File: src/spr_pkg.sv
// shared constants for the serial port prescale and interrupt mask register bank
package spr_pkg;
  // register byte offsets on the control bus
  localparam logic [7:0] OFS_PRESCALE = 8'h00;
  localparam logic [7:0] OFS_MASK = 8'h04;
  localparam logic [7:0] OFS_RAW = 8'h08;
  localparam logic [7:0] OFS_MASKED = 8'h0C;
  localparam logic [7:0] OFS_EVENT = 8'h10;
  // register word decode uses these address bits
  localparam int ADDR_LO = 2;
  localparam int ADDR_HI = 7;
  // prescale divisor field
  localparam int DIV_W = 8;
  localparam logic [7:0] DIV_RESET = 8'h02;
  localparam logic [7:0] DIV_LSB_CLR = 8'hFE;
  localparam logic [7:0] DIV_MIN = 8'h02;
  localparam logic [7:0] DIV_MAX = 8'hFE;
  // interrupt sources and their bit positions
  localparam int NUM_SRC = 4;
  localparam int IRQ_TX = 3;
  localparam int IRQ_RX = 2;
  localparam int IRQ_RT = 1;
  localparam int IRQ_ROR = 0;
  localparam logic [3:0] MASK_RESET = 4'h0;
  // bus responses
  localparam logic [1:0] RESP_OKAY = 2'h0;
  localparam logic [1:0] RESP_DECERR = 2'h3;
  localparam logic [31:0] DATA_ZERO = 32'h0000_0000;
  // core clock rate
  localparam int CLK_HZ = 20_000_000;
  localparam int CLK_PERIOD_NS = 1_000_000_000 / CLK_HZ;
endpackage

File: src/spr_event_bank.sv
// sticky event flags, masked status and the combined interrupt level
`timescale 1ns/1ps
module spr_event_bank #(
  parameter int N = spr_pkg::NUM_SRC
) (
  // clock and reset
  input wire logic clk_in,
  input wire logic rst_n_in,
  // raw conditions and mask
  input wire logic [N-1:0] raw_in,
  input wire logic [N-1:0] mask_in,
  // read of the event register clears the flags
  input wire logic clr_in,
  // results
  output logic [N-1:0] sticky_out,
  output logic [N-1:0] masked_out,
  output logic irq_out
);
  typedef struct packed {
    logic [N-1:0] raw_prev;
    logic [N-1:0] sticky;
    logic [N-1:0] masked;
    logic irq;
  } spr_evt_state_type;

  spr_evt_state_type s_q;
  spr_evt_state_type s_d;
  logic [N-1:0] sticky_nx;

  // per source: a rising raw level sets the flag, and the set beats a clear in the same cycle
  for (genvar i = 0; i < N; i++)
  begin : g_src
    assign sticky_nx[i] = (raw_in[i] & ~s_q.raw_prev[i]) | (s_q.sticky[i] & ~clr_in);
  end

  // next state
  always_comb
  begin
    s_d = s_q;
    s_d.raw_prev = raw_in;
    s_d.sticky = sticky_nx;
    s_d.masked = raw_in & mask_in;
    s_d.irq = |(sticky_nx & mask_in);
  end

  // state register
  always_ff @(posedge clk_in or negedge rst_n_in)
  begin
    if (!rst_n_in)
      s_q <= '0;
    else
      s_q <= s_d;
  end

  assign sticky_out = s_q.sticky;
  assign masked_out = s_q.masked;
  assign irq_out = s_q.irq;
endmodule

File: src/spr_prescaler.sv
// divides the serial input clock into a one-cycle enable pulse
`timescale 1ns/1ps
module spr_prescaler #(
  parameter int DIV_W = spr_pkg::DIV_W
) (
  // clock and reset
  input wire logic clk_in,
  input wire logic rst_n_in,
  // divisor from the register bank
  input wire logic [DIV_W-1:0] divisor_in,
  // divided enable
  output logic tick_out
);
  typedef struct packed {
    logic [DIV_W-1:0] cnt;
    logic tick;
  } spr_div_state_type;

  spr_div_state_type s_q;
  spr_div_state_type s_d;

  // count 0..divisor-1; the >= compare recovers at once when the divisor shrinks
  always_comb
  begin
    s_d = s_q;
    s_d.tick = 1'b0;
    if (divisor_in < DIV_W'(spr_pkg::DIV_MIN))
    begin
      // a divisor below two (zero or one) stops the generator rather than dividing by nothing
      s_d.cnt = '0;
    end
    else if (s_q.cnt >= DIV_W'(divisor_in - 1'b1))
    begin
      s_d.cnt = '0;
      s_d.tick = 1'b1;
    end
    else
    begin
      s_d.cnt = DIV_W'(s_q.cnt + 1'b1);
    end
  end

  // state register
  always_ff @(posedge clk_in or negedge rst_n_in)
  begin
    if (!rst_n_in)
      s_q <= '0;
    else
      s_q <= s_d;
  end

  assign tick_out = s_q.tick;
endmodule

File: src/spr_regs.sv
// prescale and interrupt mask register bank with an axi4-lite slave port
`timescale 1ns/1ps
module spr_regs #(
  parameter int AXI_AW = 8
) (
  // clock and reset
  input wire logic CORE_CLK_IN,
  input wire logic RESETN_IN,
  // axi4-lite write address
  input wire logic S_AXI_AWVALID_IN,
  output logic S_AXI_AWREADY_OUT,
  input wire logic [AXI_AW-1:0] S_AXI_AWADDR_IN,
  input wire logic [2:0] S_AXI_AWPROT_IN,
  // axi4-lite write data
  input wire logic S_AXI_WVALID_IN,
  output logic S_AXI_WREADY_OUT,
  input wire logic [31:0] S_AXI_WDATA_IN,
  input wire logic [3:0] S_AXI_WSTRB_IN,
  // axi4-lite write response
  output logic S_AXI_BVALID_OUT,
  input wire logic S_AXI_BREADY_IN,
  output logic [1:0] S_AXI_BRESP_OUT,
  // axi4-lite read address
  input wire logic S_AXI_ARVALID_IN,
  output logic S_AXI_ARREADY_OUT,
  input wire logic [AXI_AW-1:0] S_AXI_ARADDR_IN,
  input wire logic [2:0] S_AXI_ARPROT_IN,
  // axi4-lite read data
  output logic S_AXI_RVALID_OUT,
  input wire logic S_AXI_RREADY_IN,
  output logic [31:0] S_AXI_RDATA_OUT,
  output logic [1:0] S_AXI_RRESP_OUT,
  // raw interrupt conditions from the port core, same clock
  input wire logic [spr_pkg::NUM_SRC-1:0] RAW_IRQ_IN,
  // prescaler results
  output logic [spr_pkg::DIV_W-1:0] PRESCALE_DIVISOR_OUT,
  output logic PRESCALE_TICK_OUT,
  // interrupt results
  output logic [spr_pkg::NUM_SRC-1:0] MASKED_IRQ_STATUS_OUT,
  output logic IRQ_OUT
);
  typedef struct packed {
    logic aw_held;
    logic [AXI_AW-1:0] aw_addr;
    logic w_held;
    logic [31:0] w_data;
    logic [3:0] w_strb;
    logic bvalid;
    logic [1:0] bresp;
    logic rvalid;
    logic [31:0] rdata;
    logic [1:0] rresp;
    logic [spr_pkg::DIV_W-1:0] prescale_divisor;
    logic [spr_pkg::NUM_SRC-1:0] interrupt_mask;
  } spr_regs_state_type;

  spr_regs_state_type s_q;
  spr_regs_state_type s_d;

  logic aw_hs;
  logic w_hs;
  logic ar_hs;
  logic do_write;
  logic [7:0] wr_ofs;
  logic [7:0] rd_ofs;
  logic event_clr;
  logic [spr_pkg::NUM_SRC-1:0] sticky;
  logic [spr_pkg::NUM_SRC-1:0] masked;
  logic irq;
  logic tick;

  // one write at a time: address and data are each parked until both are in
  assign S_AXI_AWREADY_OUT = !s_q.aw_held && !s_q.bvalid;
  assign S_AXI_WREADY_OUT = !s_q.w_held && !s_q.bvalid;
  assign S_AXI_ARREADY_OUT = !s_q.rvalid;
  assign aw_hs = S_AXI_AWVALID_IN && S_AXI_AWREADY_OUT;
  assign w_hs = S_AXI_WVALID_IN && S_AXI_WREADY_OUT;
  assign ar_hs = S_AXI_ARVALID_IN && S_AXI_ARREADY_OUT;
  assign do_write = s_q.aw_held && s_q.w_held;

  // word decode; upper address bits beyond the map make the access unmapped
  assign wr_ofs = {s_q.aw_addr[spr_pkg::ADDR_HI:spr_pkg::ADDR_LO], 2'b00};
  assign rd_ofs = {S_AXI_ARADDR_IN[spr_pkg::ADDR_HI:spr_pkg::ADDR_LO], 2'b00};

  // reading the event register clears its flags; fresh events still win
  assign event_clr = ar_hs && (rd_ofs == spr_pkg::OFS_EVENT);

  // next-state logic for the bus slave and the two writable registers
  always_comb
  begin
    s_d = s_q;
    // write address and data capture
    if (aw_hs)
    begin
      s_d.aw_held = 1'b1;
      s_d.aw_addr = S_AXI_AWADDR_IN;
    end
    if (w_hs)
    begin
      s_d.w_held = 1'b1;
      s_d.w_data = S_AXI_WDATA_IN;
      s_d.w_strb = S_AXI_WSTRB_IN;
    end
    // perform the write once both halves are parked
    if (do_write)
    begin
      s_d.aw_held = 1'b0;
      s_d.w_held = 1'b0;
      s_d.bvalid = 1'b1;
      s_d.bresp = spr_pkg::RESP_OKAY;
      case (wr_ofs)
        spr_pkg::OFS_PRESCALE:
        begin
          // only byte 0 carries the divisor; reserved upper bits are dropped
          if (s_q.w_strb[0])
            s_d.prescale_divisor = s_q.w_data[spr_pkg::DIV_W-1:0] & spr_pkg::DIV_LSB_CLR;
        end
        spr_pkg::OFS_MASK:
        begin
          // reserved mask bits are not stored, so they stay zero
          if (s_q.w_strb[0])
            s_d.interrupt_mask = s_q.w_data[spr_pkg::NUM_SRC-1:0];
        end
        spr_pkg::OFS_RAW, spr_pkg::OFS_MASKED, spr_pkg::OFS_EVENT:
        begin
          // status registers ignore writes but answer okay
          s_d.bresp = spr_pkg::RESP_OKAY;
        end
        default:
        begin
          s_d.bresp = spr_pkg::RESP_DECERR;
        end
      endcase
    end
    // write response retires on bready
    if (s_q.bvalid && S_AXI_BREADY_IN)
    begin
      s_d.bvalid = 1'b0;
      s_d.bresp = spr_pkg::RESP_OKAY;
    end
    // read data retires on rready
    if (s_q.rvalid && S_AXI_RREADY_IN)
    begin
      s_d.rvalid = 1'b0;
      s_d.rdata = spr_pkg::DATA_ZERO;
      s_d.rresp = spr_pkg::RESP_OKAY;
    end
    // read: data are sampled at the address handshake and held stable
    if (ar_hs)
    begin
      s_d.rvalid = 1'b1;
      s_d.rresp = spr_pkg::RESP_OKAY;
      s_d.rdata = spr_pkg::DATA_ZERO;
      case (rd_ofs)
        spr_pkg::OFS_PRESCALE:
        begin
          // reserved bits read as zero, which is one of the allowed values
          s_d.rdata[spr_pkg::DIV_W-1:0] = s_q.prescale_divisor;
        end
        spr_pkg::OFS_MASK:
        begin
          s_d.rdata[spr_pkg::NUM_SRC-1:0] = s_q.interrupt_mask;
        end
        spr_pkg::OFS_RAW:
        begin
          s_d.rdata[spr_pkg::NUM_SRC-1:0] = RAW_IRQ_IN;
        end
        spr_pkg::OFS_MASKED:
        begin
          // no side effect: plain combination of raw state and mask
          s_d.rdata[spr_pkg::NUM_SRC-1:0] = RAW_IRQ_IN & s_q.interrupt_mask;
        end
        spr_pkg::OFS_EVENT:
        begin
          s_d.rdata[spr_pkg::NUM_SRC-1:0] = sticky;
        end
        default:
        begin
          s_d.rresp = spr_pkg::RESP_DECERR;
        end
      endcase
    end
  end

  // state register; the mask comes out of reset all masked
  always_ff @(posedge CORE_CLK_IN or negedge RESETN_IN)
  begin
    if (!RESETN_IN)
    begin
      s_q <= '0;
      s_q.prescale_divisor <= spr_pkg::DIV_RESET;
      s_q.interrupt_mask <= spr_pkg::MASK_RESET;
    end
    else
    begin
      s_q <= s_d;
    end
  end

  // divided serial clock enable, used by the later bit-rate stage
  spr_prescaler #(
    .DIV_W(spr_pkg::DIV_W)
  ) u_prescaler (
    .clk_in(CORE_CLK_IN),
    .rst_n_in(RESETN_IN),
    .divisor_in(s_q.prescale_divisor),
    .tick_out(tick)
  );

  // per-source gating of raw conditions by the mask bits
  spr_event_bank #(
    .N(spr_pkg::NUM_SRC)
  ) u_events (
    .clk_in(CORE_CLK_IN),
    .rst_n_in(RESETN_IN),
    .raw_in(RAW_IRQ_IN),
    .mask_in(s_q.interrupt_mask),
    .clr_in(event_clr),
    .sticky_out(sticky),
    .masked_out(masked),
    .irq_out(irq)
  );

  // outputs
  assign S_AXI_BVALID_OUT = s_q.bvalid;
  assign S_AXI_BRESP_OUT = s_q.bresp;
  assign S_AXI_RVALID_OUT = s_q.rvalid;
  assign S_AXI_RDATA_OUT = s_q.rdata;
  assign S_AXI_RRESP_OUT = s_q.rresp;
  assign PRESCALE_DIVISOR_OUT = s_q.prescale_divisor;
  assign PRESCALE_TICK_OUT = tick;
  assign MASKED_IRQ_STATUS_OUT = masked;
  assign IRQ_OUT = irq;
endmodule

File: config.mk
export PLATFORM = sky130hd
export DESIGN_NAME = spr_regs
export DESIGN_NICKNAME = d
export VERILOG_FILES = /design/src/spr_pkg.sv /design/src/spr_event_bank.sv /design/src/spr_prescaler.sv /design/src/spr_regs.sv
export SDC_FILE = /design/constraint.sdc
export NUM_CORES = 1
export LEC_CHECK = 0
export BUFFER_PORTS_ARGS = -buffer_cell sky130_fd_sc_hd__buf_2
export CORE_MARGIN = 5
export CORE_UTILIZATION = 49
export DETAILED_ROUTE_END_ITERATION = 16
export PLACE_DENSITY = 0.91
export REMOVE_ABC_BUFFERS = 1
export SLEW_MARGIN = 20
export SYNTH_ARGS = -nofsm -noshare
export SYNTH_HDL_FRONTEND = slang
export SYNTH_SLANG_ARGS = --single-unit
File: constraint.sdc
create_clock -name CORE_CLK_IN -period 2.25 [get_ports CORE_CLK_IN]
set_input_delay 0.1125 -clock CORE_CLK_IN [delete_from_list [all_inputs] [get_ports CORE_CLK_IN]]
set_output_delay 0.1125 -clock CORE_CLK_IN [all_outputs]
set_load 0.005 [all_outputs]
==> summary.txt <==
Vias per inst - 5.22
Critical Path End Type - register
Worst hold margin - 0.0823 ns
Hold Crit Class - input pin to register
Worst slew pin tran - 0.648 ns
Core area - 6350 sq um
CP top delay family - simple AND/OR/NAND/NOR gates
Sequential cell area fraction in the yosys report - 0.485
Worst path slowest cell - or3_4
Top post-synthesis cells by area - dfrtp_1, buf_4, mux2_1, ha_1, a22o_1
Final wirelength - 6630 um
Final Slew Violations - 0
Vias - 2235
Port Buffers - 61
Clk_skew - 0.0129 ns
Netlist cell types - 45
Status - finished with violations
Yosys top cell by area - dfrtp_1
Post-route setup slack - -0.0180 ns
Final hold violation count - 0
Vias in the first global route - 2233
Depth of the worst register-to-register path - 8
Row count - 29
Die W - 90.8 um
Ys Warns - 0
WHS Path Cells - 3
RSZ-0062 raised after global routing - yes
Initial antenna violation count - 0
GRT Util Overall - 0.165
Clk Latency, worst-skew pair - 0.35 ns
WP data arrival - 2.54 ns
Worst slew margin - 0.568
Critical Path Stages - 8
Syn Inst Count - 273
Clock transition at path regs - 0.07 ns
Synthesized flop and latch total - 62
Layout cell share with drive strength beyond 1 - 0.285
First-pass GRT wire length - 10900 um
Worst hold path startpoint - S_AXI_ARVALID_IN
# diodes - 0
Top_reg_cell synth - dfrtp_1
Root buf cell - clkbuf_8
Pin count of the biggest net entering global routing - 37
Critical Path Source Type - register
Final setup violation count - 1
Synth top area share - 0.477
Final Cycle Share - 1.01
Worst R2R Start - PRESCALE_DIVISOR_OUT[4]$_DFFE_PN0P_
Max cap viols - 0
Hold Path Sink - S_AXI_RVALID_OUT$_DFFE_PN0P_
Leakage power - 1.92 nW
CP max stage delay - 0.42 ns
R2r endpoint - u_prescaler.tick_out$_DFF_PN0_
CP Cell Sequence - or3_4 -> nor2_4 -> nand2_2 -> xor2_1 -> ha_1 -> nand4_1 -> o221ai_4 -> nor2b_1
Starting Density - 0.504
Antenna-violating nets left - 0
Crit path max fanout - 5
Crit path kind - register to register
DRC - 0
Ys async rst share - 1.00
Deepest clock path buffer count - 2
Htree depth - 3
Routability cong. - 0.835
Fin crit period - 2.27 ns
Placed wire-length estimate - 4700 um
Die area - 8250 sq um
Crit path buf inv count - 0
Die H - 90.8 um
Average routed wire per standard cell - 15.5 um
CTS tree - yes
Max Clk Rate - 441 MHz
Syn avg cell area - 11.7 sq um
Drt first pass iters - 4
CTS sink count - 62
Filler instances - 509
Peak supply drop - 769 uV
CTS buffer count - 9
Pre-CTS worst setup slack - 0.0621 ns
R2r setup slk - -0.02 ns
Synthesis-to-layout area growth - 19.1%
Critical Path RT - 2.52 ns
Synth Cell Area - 3200 sq um
I/O pins - 124
Nets - 424
Initial drt markers - 61
Post-synth EDFFs - 0
Pwr/cell area - 1020 nW/um^2
Gr ovfl total - 0
Failing checks - negative setup slack
==> worst max-delay path by stage <==
stage                                             start                             end  slack [ns]
floorplan           PRESCALE_DIVISOR_OUT[4]$_DFFE_PN0P_  u_prescaler.tick_out$_DFF_PN0_        0.19
global placement    PRESCALE_DIVISOR_OUT[4]$_DFFE_PN0P_  u_prescaler.tick_out$_DFF_PN0_        0.15
detailed placement  PRESCALE_DIVISOR_OUT[4]$_DFFE_PN0P_  u_prescaler.tick_out$_DFF_PN0_        0.06
CTS                 PRESCALE_DIVISOR_OUT[4]$_DFFE_PN0P_  u_prescaler.tick_out$_DFF_PN0_        0.03
global route        PRESCALE_DIVISOR_OUT[5]$_DFFE_PN0P_    u_prescaler.s_q[2]$_DFF_PN0_       -0.08
finish              PRESCALE_DIVISOR_OUT[4]$_DFFE_PN0P_  u_prescaler.tick_out$_DFF_PN0_       -0.02
==> worst register-to-register path, cell delays in order, from the launching register on <==
cell	delay, ns
dfrtp_1	0.40
or3_4	0.42
nor2_4	0.10
nand2_2	0.06
xor2_1	0.14
ha_1	0.34
nand4_1	0.24
o221ai_4	0.32
nor2b_1	0.18
==> final cells by class <==
cell class / count / area, sq um / share of cell area
sequential: 62 / 1550 / 0.408
multi-input combinational: 176 / 1370 / 0.360
timing repair buffer: 90 / 591 / 0.155
clock buffer: 9 / 124 / 0.0325
clock inverter: 7 / 50.0 / 0.0131
inverter: 7 / 26.3 / 0.00690
tap: 77 / 96.3 / 0.0253
==> registers in the layout, indices dropped and copies added, names as in the netlist, 4 cells and up <==
name,flops
s_q,21
S_AXI_RDATA_OUT,8
u_prescaler.s_q,8
PRESCALE_DIVISOR_OUT,7
u_events.masked_out,4
u_events.s_q,4
u_events.sticky_out,4
==> cells in the mapped netlist (2+ instances only) <==
master    count
a21o_1        6
xor2_1        7
and2_1        6
a22oi_1       7
buf_2         3
inv_1         7
dfrtp_1      61
xnor2_1       4
mux2_1       26
nand2b_1      4
nor2b_1       7
buf_4        49
nand4_1       2
nand3_1       6
nand2_1       7
ha_1          9
a22o_1        8
o22ai_1       4
and3_1        2
nor2_1        6
o21ai_0       2
a21oi_1       7
nor3_1        9
a32oi_1       3
==> layout by cell type, fill, tap and decap left out, types with 8 or more instances in the layout <==
| cell type | netlist | routed |
|---|---|---|
| ha_1 | 9 | 9 |
| conb_1 | 1 | 25 |
| mux2_1 | 26 | 26 |
| a22o_1 | 8 | 8 |
| dlygate4sd3_1 | 0 | 22 |
| dfrtp_1 | 61 | 61 |
| buf_2 | 3 | 61 |
| nor3_1 | 9 | 8 |
| clkbuf_8 | 0 | 9 |
==> per-layer routing <==
layer	up-vias	GRT usage	share of wire
met4	0	0.0587	0.019
met3	14	0.0725	0.088
met1	1091	0.194	0.39
li1	1044	-	-
met2	86	0.266	0.50
met5	-	0	0
==> power breakdown <==
| part | internal, mW | switching (mW) |
|---|---|---|
| Sequential | 1.40 | 0.237 |
| Combinational | 0.684 | 0.702 |
| Clock | 0.400 | 0.456 |
==> logic make-up (layout without fill, tap and decap cells) <==
| group | after synthesis | after routing | share of synthesized area |
|---|---|---|---|
| flip-flops | 62 | 62 | 0.485 |
| buffers and inverters | 60 | 113 | 0.129 |
| AND/OR/NAND/NOR | 59 | 59 | 0.122 |
| AO/OA/AOI/OAI | 44 | 45 | 0.102 |
| multiplexers | 27 | 27 | 0.0946 |
| XOR/XNOR | 11 | 11 | 0.0301 |
| adder cells (fa/ha/maj) | 9 | 9 | 0.0352 |
| other | 1 | 25 | 0.00117 |
==> repair_timing <==
action | 4_1_cts | 5_1_grt
hold endpoints to repair | 48 | 0
setup endpoints to repair | 0 | 9
buffers inserted | 0 | 1
hold buffers | 22 | 0
gates resized for setup | 0 | 6
==> per-stage QoR <==
stage                     std cells  setup TNS (ns)  power, mW   util  cell area, sq um
after detailed placement        388               0       2.94  0.529              3360
final                           428         -0.0180       3.87  0.600              3810
after floorplan                 244               0       2.47      -              2900
after global routing            428          -0.615       4.15  0.600              3810
after global placement          388               0       2.86  0.529              3360
after CTS                       426               0       3.84  0.592              3760
Note: power is estimated with default switching activity, not from simulation.
